**src/qla_pkg.sv**
```systemverilog
/*
 Constants, types and register layout of the four-line serial adapter.
 Assumes a single 25 MHz clock and a synchronous active-high reset.
*/
// Behaviour
// - Clear-available strobe reaches one scanned line
// - Clear-available needs write, request; overrun suppresses
// - Entering receive mode clears available flag
// - Clear-status strobe clears edge detector, also on enable
// - Read strobe after status request clears; underflow blocks
// - Control strobe loads line control register
// - Data strobe loads transmit buffer of scanned line
// - Break strobe is data strobe and break enable
// - Scan bits decode to one-hot line selects
// - Edge detector compares held and live control input
// - Acknowledge copies control input into detector
// - Framing: start, 5-8 data, parity, 1-2 stops
// - Parity and framing error flags on receive
// - Overrun when previous character still unread
// - Bit timing from 16x clock per line
// - Available flag set on character, low clear resets it; a character ending in the same cycle wins
// - Reception starts on high-to-low input edge
// - Master reset: serial and end-of-character outputs high, flags cleared except buffer empty, which is set
// - Buffer empty allows low load strobe, LSB first
// - End-of-character after each character; idle high
// - Control strobe latches format into holding register
// - Low enables drive right-justified data and status
// - Input request on available+receive or transmit+framing
package qla_pkg;

	// ============================================================
	// Sizes
	localparam int LINES = 4;
	localparam int DATA_W = 8;
	localparam int REG_AW = 4;
	localparam int REG_DW = 16;

	// ============================================================
	// Software register map
	localparam logic [REG_AW-1:0] ADDR_FMT0 = 4'h0;
	localparam logic [REG_AW-1:0] ADDR_DIV0 = 4'h4;
	localparam logic [REG_AW-1:0] ADDR_FLAGS = 4'h8;
	localparam logic [REG_AW-1:0] ADDR_LINES = 4'h9;

	// Line format fields
	localparam int FMT_WL_LO = 0;
	localparam int FMT_WL_HI = 1;
	localparam int FMT_STOP2 = 2;
	localparam int FMT_NOPAR = 3;
	localparam int FMT_ODD = 4;
	localparam int FMT_W = 5;
	localparam logic [FMT_W-1:0] FMT_RST = 5'h03;

	// Line control byte fields, loaded from the multiplexor bus
	localparam int CTL_T = 0;
	localparam int CTL_R = 1;
	localparam int CTL_E = 2;
	localparam int CTL_TB = 3;
	localparam int CTL_ICS = 4;
	localparam int CTL_MT = 5;
	localparam int CTL_W = 6;
	localparam logic [CTL_W-1:0] CTL_RST = 6'h00;

	// Status byte fields returned to the multiplexor
	localparam int ST_PE = 0;
	localparam int ST_FE = 1;
	localparam int ST_OVR = 2;
	localparam int ST_AVAIL = 3;
	localparam int ST_TBE = 4;
	localparam int ST_CHG = 5;

	// ============================================================
	// Timing
	localparam int CLK_HZ = 25000000;
	localparam int BAUD_RST = 9600;
	localparam int OVERSAMPLE = 16;
	localparam logic [REG_DW-1:0] DIV_RST =
		REG_DW'(CLK_HZ / (OVERSAMPLE * BAUD_RST));
	localparam logic [3:0] PH_MID = 4'h7;
	localparam logic [3:0] PH_LAST = 4'hf;

	// ============================================================
	// Types
	typedef enum logic [4:0] {
		SER_IDLE = 5'b00001,
		SER_START = 5'b00010,
		SER_DATA = 5'b00100,
		SER_PAR = 5'b01000,
		SER_STOP = 5'b10000
	} qla_ser_t;

	typedef struct packed {
		logic strobe;
		logic write;
		logic sel_a;
		logic sel_b;
		logic enable;
		logic [DATA_W-1:0] data;
	} qla_mux_req_t;

endpackage

```
**src/qla_adapter.sv**
```systemverilog
/*
 Four-line asynchronous adapter: multiplexor strobe decode, line scan,
 control-line edge detectors and one serial transceiver per line.
 Assumes all inputs synchronous to clk_in and a one-cycle mux strobe.
*/
// Chosen here: the register offsets and the plain strobed port.
`timescale 1ns/10ps
module qla_adapter
	import qla_pkg::*;
(
	input wire logic clk_in,
	input wire logic rst_in,
	input wire logic [REG_AW-1:0] reg_addr_in,
	input wire logic [REG_DW-1:0] reg_wdata_in,
	input wire logic reg_wr_in,
	input wire logic reg_rd_in,
	output logic [REG_DW-1:0] reg_rdata_out,
	input wire qla_mux_req_t mux_req_in,
	input wire logic mux_hold_in,
	output logic [DATA_W-1:0] mux_data_out,
	output logic mux_data_oe_out,
	output logic [1:0] scan_bits_out,
	output logic [LINES-1:0] in_data_req_out,
	output logic [LINES-1:0] in_status_req_out,
	input wire logic [LINES-1:0] rx_serial_in,
	input wire logic [LINES-1:0] ctrl_line_in,
	output logic [LINES-1:0] tx_serial_out,
	output logic [LINES-1:0] tx_char_done_out
);

	// ============================================================
	// Software registers
	logic [FMT_W-1:0] fmt_r [LINES];
	logic [REG_DW-1:0] div_r [LINES];
	logic [LINES-1:0] avail_w, pe_w, fe_w, ovr_w, tbe_w, chg_w;
	logic [LINES-1:0] idr_w, isr_w, so_w, done_w;
	logic [DATA_W-1:0] drv_w [LINES];
	logic [DATA_W-1:0] rd_bus;

	// Format register write acts as the control strobe of the line
	always_ff @(posedge clk_in) begin
		if (rst_in) begin
			for (int k = 0; k < LINES; k++) begin
				fmt_r[k] <= FMT_RST;
				div_r[k] <= DIV_RST;
			end
		end else if (reg_wr_in) begin
			for (int k = 0; k < LINES; k++) begin
				if (reg_addr_in == ADDR_FMT0 + REG_AW'(k))
					fmt_r[k] <= reg_wdata_in[FMT_W-1:0];
				if (reg_addr_in == ADDR_DIV0 + REG_AW'(k))
					div_r[k] <= reg_wdata_in;
			end
		end
	end

	always_ff @(posedge clk_in) begin
		if (rst_in) begin
			reg_rdata_out <= '0;
		end else if (reg_rd_in) begin
			case (reg_addr_in)
				ADDR_FMT0, ADDR_FMT0 + 4'h1, ADDR_FMT0 + 4'h2,
				ADDR_FMT0 + 4'h3: begin
					reg_rdata_out <= REG_DW'(fmt_r[reg_addr_in[1:0]]);
				end
				ADDR_DIV0, ADDR_DIV0 + 4'h1, ADDR_DIV0 + 4'h2,
				ADDR_DIV0 + 4'h3: begin
					reg_rdata_out <= div_r[reg_addr_in[1:0]];
				end
				ADDR_FLAGS: begin
					reg_rdata_out <= {ovr_w, fe_w, pe_w, avail_w};
				end
				ADDR_LINES: begin
					reg_rdata_out <= {8'h00, tbe_w, chg_w};
				end
				default: begin
					reg_rdata_out <= '0;
				end
			endcase
		end else begin
			reg_rdata_out <= '0;
		end
	end

	// ============================================================
	// Line scan and strobe decode
	logic [1:0] scan_r;
	logic [LINES-1:0] line_sel;
	logic bus_acc, rd_acc;

	always_ff @(posedge clk_in) begin
		if (rst_in)
			scan_r <= 2'h0;
		else if (!mux_hold_in)
			scan_r <= scan_r + 2'h1;
	end

	assign scan_bits_out = scan_r;
	assign line_sel = LINES'(1) << scan_r;
	assign bus_acc = mux_req_in.strobe & mux_req_in.enable;
	assign rd_acc = bus_acc & !mux_req_in.write;

	// Lines drive a shared bus only while selected
	always_comb begin
		rd_bus = '0;
		for (int k = 0; k < LINES; k++)
			rd_bus = rd_bus | drv_w[k];
	end

	always_ff @(posedge clk_in) begin
		if (rst_in) begin
			mux_data_out <= '0;
			mux_data_oe_out <= 1'b0;
		end else begin
			mux_data_oe_out <= rd_acc;
			if (rd_acc)
				mux_data_out <= rd_bus;
		end
	end

	always_ff @(posedge clk_in) begin
		if (rst_in) begin
			in_data_req_out <= '0;
			in_status_req_out <= '0;
			tx_serial_out <= '1;
			tx_char_done_out <= '1;
		end else begin
			in_data_req_out <= idr_w;
			in_status_req_out <= isr_w;
			tx_serial_out <= so_w;
			tx_char_done_out <= done_w;
		end
	end

	// ============================================================
	// Per-line logic
	genvar i;
	generate
		for (i = 0; i < LINES; i++) begin : g_line
			logic [CTL_W-1:0] ctl_r, ctl_prev_r;
			logic ref_r, ovr_base_r, brk_r;
			logic clr_av, clr_st, ctl_ld, dat_st, brk;
			logic rx_avail_clear_n, tx_load_n, rde_n, swe_n;
			logic underflow, inhibit, tick;
			logic [REG_DW-1:0] div_cnt_r;
			qla_ser_t rs_r, ts_r;
			logic [3:0] rph_r, tph_r;
			logic [2:0] ridx_r, tidx_r;
			logic [DATA_W-1:0] rsh_r, rbuf_r, tsh_r, tbuf_r;
			logic rpar_r, rprev_r, rx_done, av_r, pe_r, fe_r, ovr_r;
			logic tbe_r, so_r, tpar_r, stp_r, done_r, take;
			logic [2:0] last_idx;
			logic [DATA_W-1:0] status;

			assign last_idx = {1'b1, fmt_r[i][FMT_WL_HI:FMT_WL_LO]};
			assign underflow = tbe_r & (ts_r == SER_IDLE);
			assign inhibit = ovr_r & !ovr_base_r;

			// Strobe steering to this line
			assign clr_av = (line_sel[i] & bus_acc & mux_req_in.write
				& idr_w[i] & !inhibit)
				| (ctl_r[CTL_R] & !ctl_prev_r[CTL_R]);
			assign clr_st = (line_sel[i] & rd_acc & isr_w[i] & !underflow)
				| (ctl_r[CTL_ICS] & !ctl_prev_r[CTL_ICS]);
			assign ctl_ld = line_sel[i] & bus_acc & !mux_req_in.sel_a
				& mux_req_in.sel_b & mux_req_in.write;
			assign dat_st = line_sel[i] & bus_acc & !mux_req_in.sel_a
				& !mux_req_in.sel_b & mux_req_in.write;
			assign brk = dat_st & ctl_r[CTL_TB];
			assign rx_avail_clear_n = !clr_av;
			assign tx_load_n = !dat_st;

			// Tristate-style output enables, active low
			assign rde_n = !(line_sel[i] & !mux_req_in.sel_a
				& !mux_req_in.sel_b);
			assign swe_n = !line_sel[i] | !rde_n;
			assign status = {2'h0, chg_w[i], tbe_r, av_r, ovr_r, fe_r, pe_r};
			assign drv_w[i] = (rde_n ? 8'h00 : rbuf_r)
				| (swe_n ? 8'h00 : status);

			assign chg_w[i] = ref_r ^ ctrl_line_in[i];
			assign idr_w[i] = (av_r & ctl_r[CTL_R])
				| (ctl_r[CTL_T] & fe_r);
			assign isr_w[i] = (ctl_r[CTL_ICS] & chg_w[i])
				| (ctl_r[CTL_MT] & underflow);
			assign avail_w[i] = av_r;
			assign pe_w[i] = pe_r;
			assign fe_w[i] = fe_r;
			assign ovr_w[i] = ovr_r;
			assign tbe_w[i] = tbe_r;
			assign so_w[i] = so_r & !brk_r;
			assign done_w[i] = done_r;

			always_ff @(posedge clk_in) begin
				if (rst_in) begin
					ctl_r <= CTL_RST;
					ctl_prev_r <= CTL_RST;
					ref_r <= 1'b0;
					ovr_base_r <= 1'b0;
					brk_r <= 1'b0;
				end else begin
					ctl_prev_r <= ctl_r;
					if (ctl_ld)
						ctl_r <= mux_req_in.data[CTL_W-1:0];
					if (clr_st)
						ref_r <= ctrl_line_in[i];
					if (!idr_w[i])
						ovr_base_r <= ovr_r;
					if (brk)
						brk_r <= 1'b1;
					else if (dat_st)
						brk_r <= 1'b0;
				end
			end

			// 16x bit clock enable
			always_ff @(posedge clk_in) begin
				if (rst_in || div_cnt_r == 16'h0000)
					div_cnt_r <= div_r[i] - 16'h0001;
				else
					div_cnt_r <= div_cnt_r - 16'h0001;
			end
			assign tick = (div_cnt_r == 16'h0000) && !rst_in;

			// Receiver sequencing
			assign rx_done = (rs_r == SER_STOP) && tick && rph_r == PH_LAST;

			always_ff @(posedge clk_in) begin
				if (rst_in) begin
					rs_r <= SER_IDLE;
					rph_r <= 4'h0;
					ridx_r <= 3'h0;
					rsh_r <= '0;
					rpar_r <= 1'b0;
					rprev_r <= 1'b1;
				end else begin
					rprev_r <= rx_serial_in[i];
					if (tick)
						rph_r <= rph_r + 4'h1;
					case (rs_r)
						SER_IDLE: begin
							rph_r <= 4'h0;
							if (rprev_r && !rx_serial_in[i])
								rs_r <= SER_START;
						end
						SER_START: begin
							if (tick && rph_r == PH_MID) begin
								rph_r <= 4'h0;
								ridx_r <= 3'h0;
								rsh_r <= '0;
								rpar_r <= 1'b0;
								rs_r <= rx_serial_in[i] ? SER_IDLE : SER_DATA;
							end
						end
						SER_DATA: begin
							if (tick && rph_r == PH_LAST) begin
								rsh_r[ridx_r] <= rx_serial_in[i];
								rpar_r <= rpar_r ^ rx_serial_in[i];
								ridx_r <= ridx_r + 3'h1;
								if (ridx_r == last_idx)
									rs_r <= fmt_r[i][FMT_NOPAR] ?
										SER_STOP : SER_PAR;
							end
						end
						SER_PAR: begin
							if (tick && rph_r == PH_LAST) begin
								rpar_r <= rpar_r ^ rx_serial_in[i];
								rs_r <= SER_STOP;
							end
						end
						SER_STOP: begin
							if (rx_done)
								rs_r <= SER_IDLE;
						end
						default: begin
							rs_r <= SER_IDLE;
						end
					endcase
				end
			end

			// Receive buffer and flags
			always_ff @(posedge clk_in) begin
				if (rst_in) begin
					rbuf_r <= '0;
					av_r <= 1'b0;
					pe_r <= 1'b0;
					fe_r <= 1'b0;
					ovr_r <= 1'b0;
				end else if (rx_done) begin
					rbuf_r <= rsh_r;
					av_r <= 1'b1;
					pe_r <= !fmt_r[i][FMT_NOPAR]
						& (rpar_r ^ fmt_r[i][FMT_ODD]);
					fe_r <= !rx_serial_in[i];
					ovr_r <= av_r;
				end else if (!rx_avail_clear_n) begin
					av_r <= 1'b0;
				end
			end

			// Transmit buffer
			assign take = (ts_r == SER_IDLE) && !tbe_r;

			always_ff @(posedge clk_in) begin
				if (rst_in) begin
					tbe_r <= 1'b1;
					tbuf_r <= '0;
				end else if (take) begin
					tbe_r <= 1'b1;
				end else if (!tx_load_n && tbe_r) begin
					tbuf_r <= mux_req_in.data;
					tbe_r <= 1'b0;
				end
			end

			// Transmitter sequencing
			always_ff @(posedge clk_in) begin
				if (rst_in) begin
					ts_r <= SER_IDLE;
					so_r <= 1'b1;
					done_r <= 1'b1;
					tph_r <= 4'h0;
					tidx_r <= 3'h0;
					tsh_r <= '0;
					tpar_r <= 1'b0;
					stp_r <= 1'b0;
				end else begin
					if (tick)
						tph_r <= tph_r + 4'h1;
					case (ts_r)
						SER_IDLE: begin
							so_r <= 1'b1;
							tph_r <= 4'h0;
							if (take) begin
								tsh_r <= tbuf_r;
								so_r <= 1'b0;
								ts_r <= SER_START;
							end
						end
						SER_START: begin
							if (tick)
								done_r <= 1'b0;
							if (tick && tph_r == PH_LAST) begin
								so_r <= tsh_r[0];
								tpar_r <= tsh_r[0];
								tsh_r <= tsh_r >> 1;
								tidx_r <= 3'h0;
								ts_r <= SER_DATA;
							end
						end
						SER_DATA: begin
							if (tick && tph_r == PH_LAST) begin
								tidx_r <= tidx_r + 3'h1;
								if (tidx_r == last_idx) begin
									stp_r <= fmt_r[i][FMT_STOP2];
									if (fmt_r[i][FMT_NOPAR]) begin
										so_r <= 1'b1;
										ts_r <= SER_STOP;
									end else begin
										so_r <= tpar_r ^ fmt_r[i][FMT_ODD];
										ts_r <= SER_PAR;
									end
								end else begin
									so_r <= tsh_r[0];
									tpar_r <= tpar_r ^ tsh_r[0];
									tsh_r <= tsh_r >> 1;
								end
							end
						end
						SER_PAR: begin
							if (tick && tph_r == PH_LAST) begin
								so_r <= 1'b1;
								ts_r <= SER_STOP;
							end
						end
						SER_STOP: begin
							if (tick && tph_r == PH_LAST) begin
								if (stp_r) begin
									stp_r <= 1'b0;
								end else begin
									done_r <= 1'b1;
									ts_r <= SER_IDLE;
								end
							end
						end
						default: begin
							ts_r <= SER_IDLE;
						end
					endcase
				end
			end
		end
	endgenerate

endmodule

```
**config.mk**
```make
export PLATFORM = sky130hd
export DESIGN_NAME = qla_adapter
export DESIGN_NICKNAME = d
export VERILOG_FILES = /design/src/qla_pkg.sv /design/src/qla_adapter.sv
export SDC_FILE = /design/constraint.sdc
export NUM_CORES = 1
export LEC_CHECK = 0
export CAP_MARGIN = 25
export CORE_UTILIZATION = 23
export CTS_BUF_LIST = sky130_fd_sc_hd__clkbuf_8
export CTS_CLUSTER_DIAMETER = 200
export DETAILED_ROUTE_END_ITERATION = 16
export DONT_BUFFER_PORTS = 1
export PLACE_DENSITY = 0.36
export SLEW_MARGIN = 20
export SYNTH_ARGS = -nofsm -noshare
export SYNTH_HDL_FRONTEND = slang
export SYNTH_SLANG_ARGS = --single-unit
export TNS_END_PERCENT = 20
```
**constraint.sdc**
```tcl
create_clock -name clk_in -period 6.8 [get_ports clk_in]
set_input_delay 0 -clock clk_in [delete_from_list [all_inputs] [get_ports clk_in]]
set_output_delay 0 -clock clk_in [all_outputs]
set_load 0.03 [all_outputs]
```
; Word-level counts from Yosys, hierarchy flattened
; Memory sizes are Yosys's and may differ from the RTL's.
; Cells that the tools add are included.
; W data, S select, Z words.
[classes]
mux = 303
order_cmp = 8
shift = 1
bitwise = 162
addsub = 25
reduce_logical = 188
eq_ne = 133
[ops]
columns = op, n
row1 = $mux W5, 60
row2 = $mux W8, 28
row3 = $pmux W5 S5, 8
row4 = $mux W16, 8
row5 = $sub A16 B1 Y16 const B, 8
row6 = $ne A2 B2 Y1 const B, 60
row7 = $mux W1, 118
row8 = $and A1 B1 Y1, 102
row9 = $pmux W8 S3, 4
row10 = $logic_not A16 Y1, 4
row11 = $pmux W16 S4, 1
row12 = $pmux W8 S2, 4
row13 = $reduce_and A4 Y1, 16
row14 = $mux W3, 20
row15 = $reduce_bool A2 Y1, 28
row16 = $pmux W3 S2, 8
row17 = $logic_not A1 Y1, 44
row18 = $eq A4 B4 Y1 const B, 10
row19 = $eq A5 B1 Y1 const B, 8
row20 = $eq A5 B2 Y1 const B, 8
row21 = $eq A5 B3 Y1 const B, 8
row22 = $eq A5 B4 Y1 const B, 8
row23 = $eq A5 B5 Y1 const B, 8
row24 = $logic_and A1 B1 Y1, 40
row25 = other kinds (34), 209
[word_totals]
in_bits = 46
ramBits = 84
reg_bits = 431
memories = 2
[memory_table]
columns = memory, depth, width, read_ports, rd_ports_with_merged_regs, write_ports, line_no
row1 = div_r, 4, 16, 5, 0, 4, qla_adapter.sv:34  ; logic [REG_DW-1:0] div_r [LINES];
row2 = fmt_r, 4, 5, 5, 0, 4, qla_adapter.sv:33  ; logic [FMT_W-1:0] fmt_r [LINES];

; Longest topological paths before layout
[depth]
depth_word = 9
mapped_depth = 13

; Worst setup path before layout
; No wires, ideal clock.
[synth_timing]
path_kind = register to register
start = register g_line[1].div_cnt_r[3]
end = register g_line[1].div_cnt_r[14]
period_less_slack_ns = 3.402
t_required_ns = 6.728
arrival_time_ns = 3.329
setup_ns = 0.072
stages_incl_launch_ff = 13
path_buffers = 1
path_slack_ns = 3.398
path_cell_list = dfxtp_1 or4_1 nor4b_4 a21oi_1 clkbuf_1 mux2i_1 ha_1 nand2_1 a31o_2 nor2_1 o311ai_0 nor3_1 xnor2_1
[synth_via]
elab_chain_len = 3
elab_cells_between_ends = 4
classes_between = add/sub: 1 / mux: 1 / reduce/logical: 2
[synth_rtl]
columns = element, line_no
row1 = start: declaration, qla_adapter.sv:145  ; logic [REG_DW-1:0] div_cnt_r;
row2 = start signal: assignment, qla_adapter.sv:219  ; div_cnt_r <= div_r[i] - 16'h0001;
row3 = start signal: assignment, qla_adapter.sv:221  ; div_cnt_r <= div_cnt_r - 16'h0001;
row4 = "parallel branches: the longest is 2 deep, another holds $sub A16 B1 Y16", n/a
row5 = $mux W16 *, qla_adapter.sv:218  ; if (rst_in || div_cnt_r == 16'h0000)
; Mark *: on every way between the ends.
; A chain may end at the register's enable or synchronous reset.

; Worst setup path in the final report
[layout_timing]
start = register g_line[1].div_cnt_r[11]
end = register g_line[1].fe_r
[layout_via]
elab_chain_len = 4
[layout_rtl]
columns = element, line_no
row1 = $logic_not A16 Y1, qla_adapter.sv:223  ; assign tick = (div_cnt_r == 16'h0000) && !rst_in;
row2 = $logic_and A1 B1 Y1, qla_adapter.sv:223
row3 = $logic_and A1 B1 Y1 (2 in a row), qla_adapter.sv:226  ; assign rx_done = (rs_r == SER_STOP) && tick && rph_r == PH_LAST;
row4 = end signal: assignment, qla_adapter.sv:295  ; fe_r <= !rx_serial_in[i];
row5 = end: declaration, qla_adapter.sv:150  ; logic rpar_r, rprev_r, rx_done, av_r, pe_r, fe_r, ovr_r;
; No other way between the ends.

==> flow_metrics.tcl <==
set metrics [dict create \
    p_clk_frac 0.415 \
    power.internal_w 0.00510 \
    root_buffer "clkbuf_8" \
    drt_first_pass_iters 5 \
    highest_layer "met5" \
    num-fill-cells 10904 \
    numCtsBuffers 97 \
    wl_per_cell_um 19.5 \
    multiInputGateArea_um2 12200 \
    setup-tns-final_ps 0 \
    grt_max_degree 287 \
    synthCells 2614 \
    grt_pass1_wl_mm 120 \
    setup-violations-final 0 \
    rows 117 \
    antenna_found_initial 14 \
    critical_path_class "register to register" \
    period_minus_slack_ps 4100 \
    worstPathArrival_ps 4760 \
    post-place-ws_ps 3130 \
    drtIter0Drc 1259 \
    async_flop_share 0 \
    die_height_um 323 \
    post-dp-hpwl_mm 56.3 \
    final_cell_mix "415 x dfxtp_1, 340 x nor2_1, 220 x nand2_1" \
    initial_utilization 0.233 \
    rrSetupSlack_ps 2700 \
    ant_nets 0 \
    post_cts_resized 0 \
    dieArea_um2 104000 \
    wl_mm 80.4 \
    synth-seq-cells 499 \
    yosysTopAreaCell "dfxtp_1" \
    max_cap_violations 0 \
    drc 0 \
    syn_area_per_cell_um2 9.08 \
    io_pins 89 \
    tightest_slew_ps 1030 \
    final_common_cell "dfxtp_1" \
    grt_overflow_total 0 \
    pwr-share-comb 0.117 \
    synthesis.area_um2 23700 \
    syn_nets 2684 \
    cp-end-kind "register" \
    drv_slew 0 \
    p_per_area_nw_per_um2 259 \
    area_growth_pct 17.3 \
    rsz0062_at_grt "false" \
    worstSkewPairLatency_ps 740 \
    cts.sinks 499 \
    synth_edf_count 84 \
    status "complete, no violations" \
    cts_setup_buffers 0 \
    yosysTopAreaCellShare 0.350 \
    cts_max_path_buffers 3 \
    regArea_um2 10800 \
    slew_headroom 0.316 \
    port_buffers 0 \
    ys_types 77 \
    layout-drive-gt1-share 0.0850 \
    gp_congestion 0.789 \
    wl_met3_mm 4.88 \
    ir_drop_mv 0.118 \
    reg2reg_from "g_line[1].div_cnt_r[11]" \
    swShare 0.293 \
    ys_top_cells_by_area "dfxtp_1 35%, edfxtp_1 11%, mux2i_1 7.1%" \
    final_util 0.273 \
    met1_length_mm 37.8 \
    crit_path_start "g_line[1].div_cnt_r[11]" \
    fmax_mhz 244 \
    leakage_nw 10.0 \
    clkTransAtPathRegs_ps 60 \
    start_kind "register" \
    crit_fanout 13 \
    switchingPower_w 0.00211 \
    dr_wl_met2_mm 35.5 \
    required_ps 7450 \
    fin_skew_ps 58.7 \
    core_area_um2 102000 \
    p_seq_frac 0.467 \
    viasPerCell 4.71 \
    crit_end "g_line[1].fe_r" \
    post-route-period-util 0.603 \
    r2r_end "g_line[1].fe_r" \
    yosys_warnings 0 \
    vias 19407 \
    cts_tree "yes" \
    setup_ws_ps 2700 \
    die_width_um 323 \
    synth_flop_cell "dfxtp_1" \
    first_global_vias 19077 \
    seq_area_frac_synth 0.456 \
    rr_worst_depth 7 \
    grt_use_total 0.153 \
    hold_viol 0 \
    hp-class "primary input to register" \
    final_nets 2737 \
    htreeDepth 3 \
]
## power by group through the flow
stage / Clock [W] / Sequential [W] / Combinational, W
global placement: 0 / 0.00343 / 0.000744
global route: 0.00326 / 0.00339 / 0.000934
finish: 0.00299 / 0.00337 / 0.000846
detailed placement: 0 / 0.00343 / 0.000748
floorplan: 0 / 0.00333 / 0.000627
CTS: 0.00312 / 0.00337 / 0.000845
## flip-flops by register name, indices dropped and copies added, names as in the netlist, 32 cells and up
signal            flops
g_line.rbuf_r        32
g_line.rsh_r         32
g_line.tsh_r         32
g_line.div_cnt_r     64
g_line.tbuf_r        32
div_r                64
## synth_stat cells (84+ instances only)
master / count
nand3_1: 97
clkbuf_1: 120
mux2i_1: 169
xnor2_1: 85
o21ai_0: 101
edfxtp_1: 84
nand2_1: 220
nor3_1: 85
dfxtp_1: 415
nor2_1: 340
a21oi_1: 161
## critical path, stage by stage (launching register included)
cell	delay, ps
dfxtp_1	340
nor4_1	690
nor4b_4	720
nand4_1	520
nor2_1	880
nor2_1	80
a211oi_1	240
dlygate4sd3_1	570
## cells by family (layout without fill, tap and decap cells)
group                      after synthesis  count (layout)  synth area share
xor gates and xnor gates               163             163            0.0601
adders and majority gates               24              24            0.0127
other                                    0               7                 0
muxes                                  199             199            0.0955
DFF                                    499             499             0.456
buffers and inverters                  183             311            0.0293
and+or+nand+nor                       1098            1098             0.228
AOI/OAI and AO/OA                      448             448             0.118
## layout make-up
class,count,area share
clock buffer,112,0.0554
inverter,35,0.00472
clock inverter,62,0.0135
antenna,7,0.000629
sequential,499,0.389
multi-input combinational,1932,0.440
timing repair buffer,102,0.0352
tap,1368,0.0615
## through the flow
stage	cells	instance area (µm²)	hold slack [ps]	total power (W)
final	4117	27800	34.4	0.00721
after detailed placement	3861	25100	107	0.00418
after CTS	4108	27800	4.90	0.00734
after global placement	3861	25100	105	0.00417
after floorplan	2614	23700	113	0.00396
after global routing	4113	27800	54.6	0.00758
## per-layer routing
layer	vias to the layer above	global-route usage
met3	145	0.0379
met1	9382	0.206
met2	435	0.236
li1	9437	-
met4	8	0.0492
met5	-	0
## worst min-delay path by stage
| stage | start | to | slack [ps] | cells after the start |
|---|---|---|---|---|
| after detailed placement | rx_serial_in[0] | g_line[0].fe_r | 110 | 1 |
| after CTS | reg_addr_in[1] | reg_rdata_out[4] | 5 | 5 |
| after global routing | reg_addr_in[1] | reg_rdata_out[7] | 50 | 3 |
| after floorplan | rx_serial_in[0] | g_line[0].rprev_r | 110 | 2 |
| final | reg_addr_in[0] | fmt_r[3][1] | 30 | 3 |
| after global placement | rx_serial_in[3] | g_line[3].fe_r | 110 | 1 |
## what timing repair did
item / CTS / global route
hold buffers: 73 / 0
hold endpoints to repair: 557 / 0
endpoints found under the setup margin: 0 / 0
(Power assumes the default switching activity.)
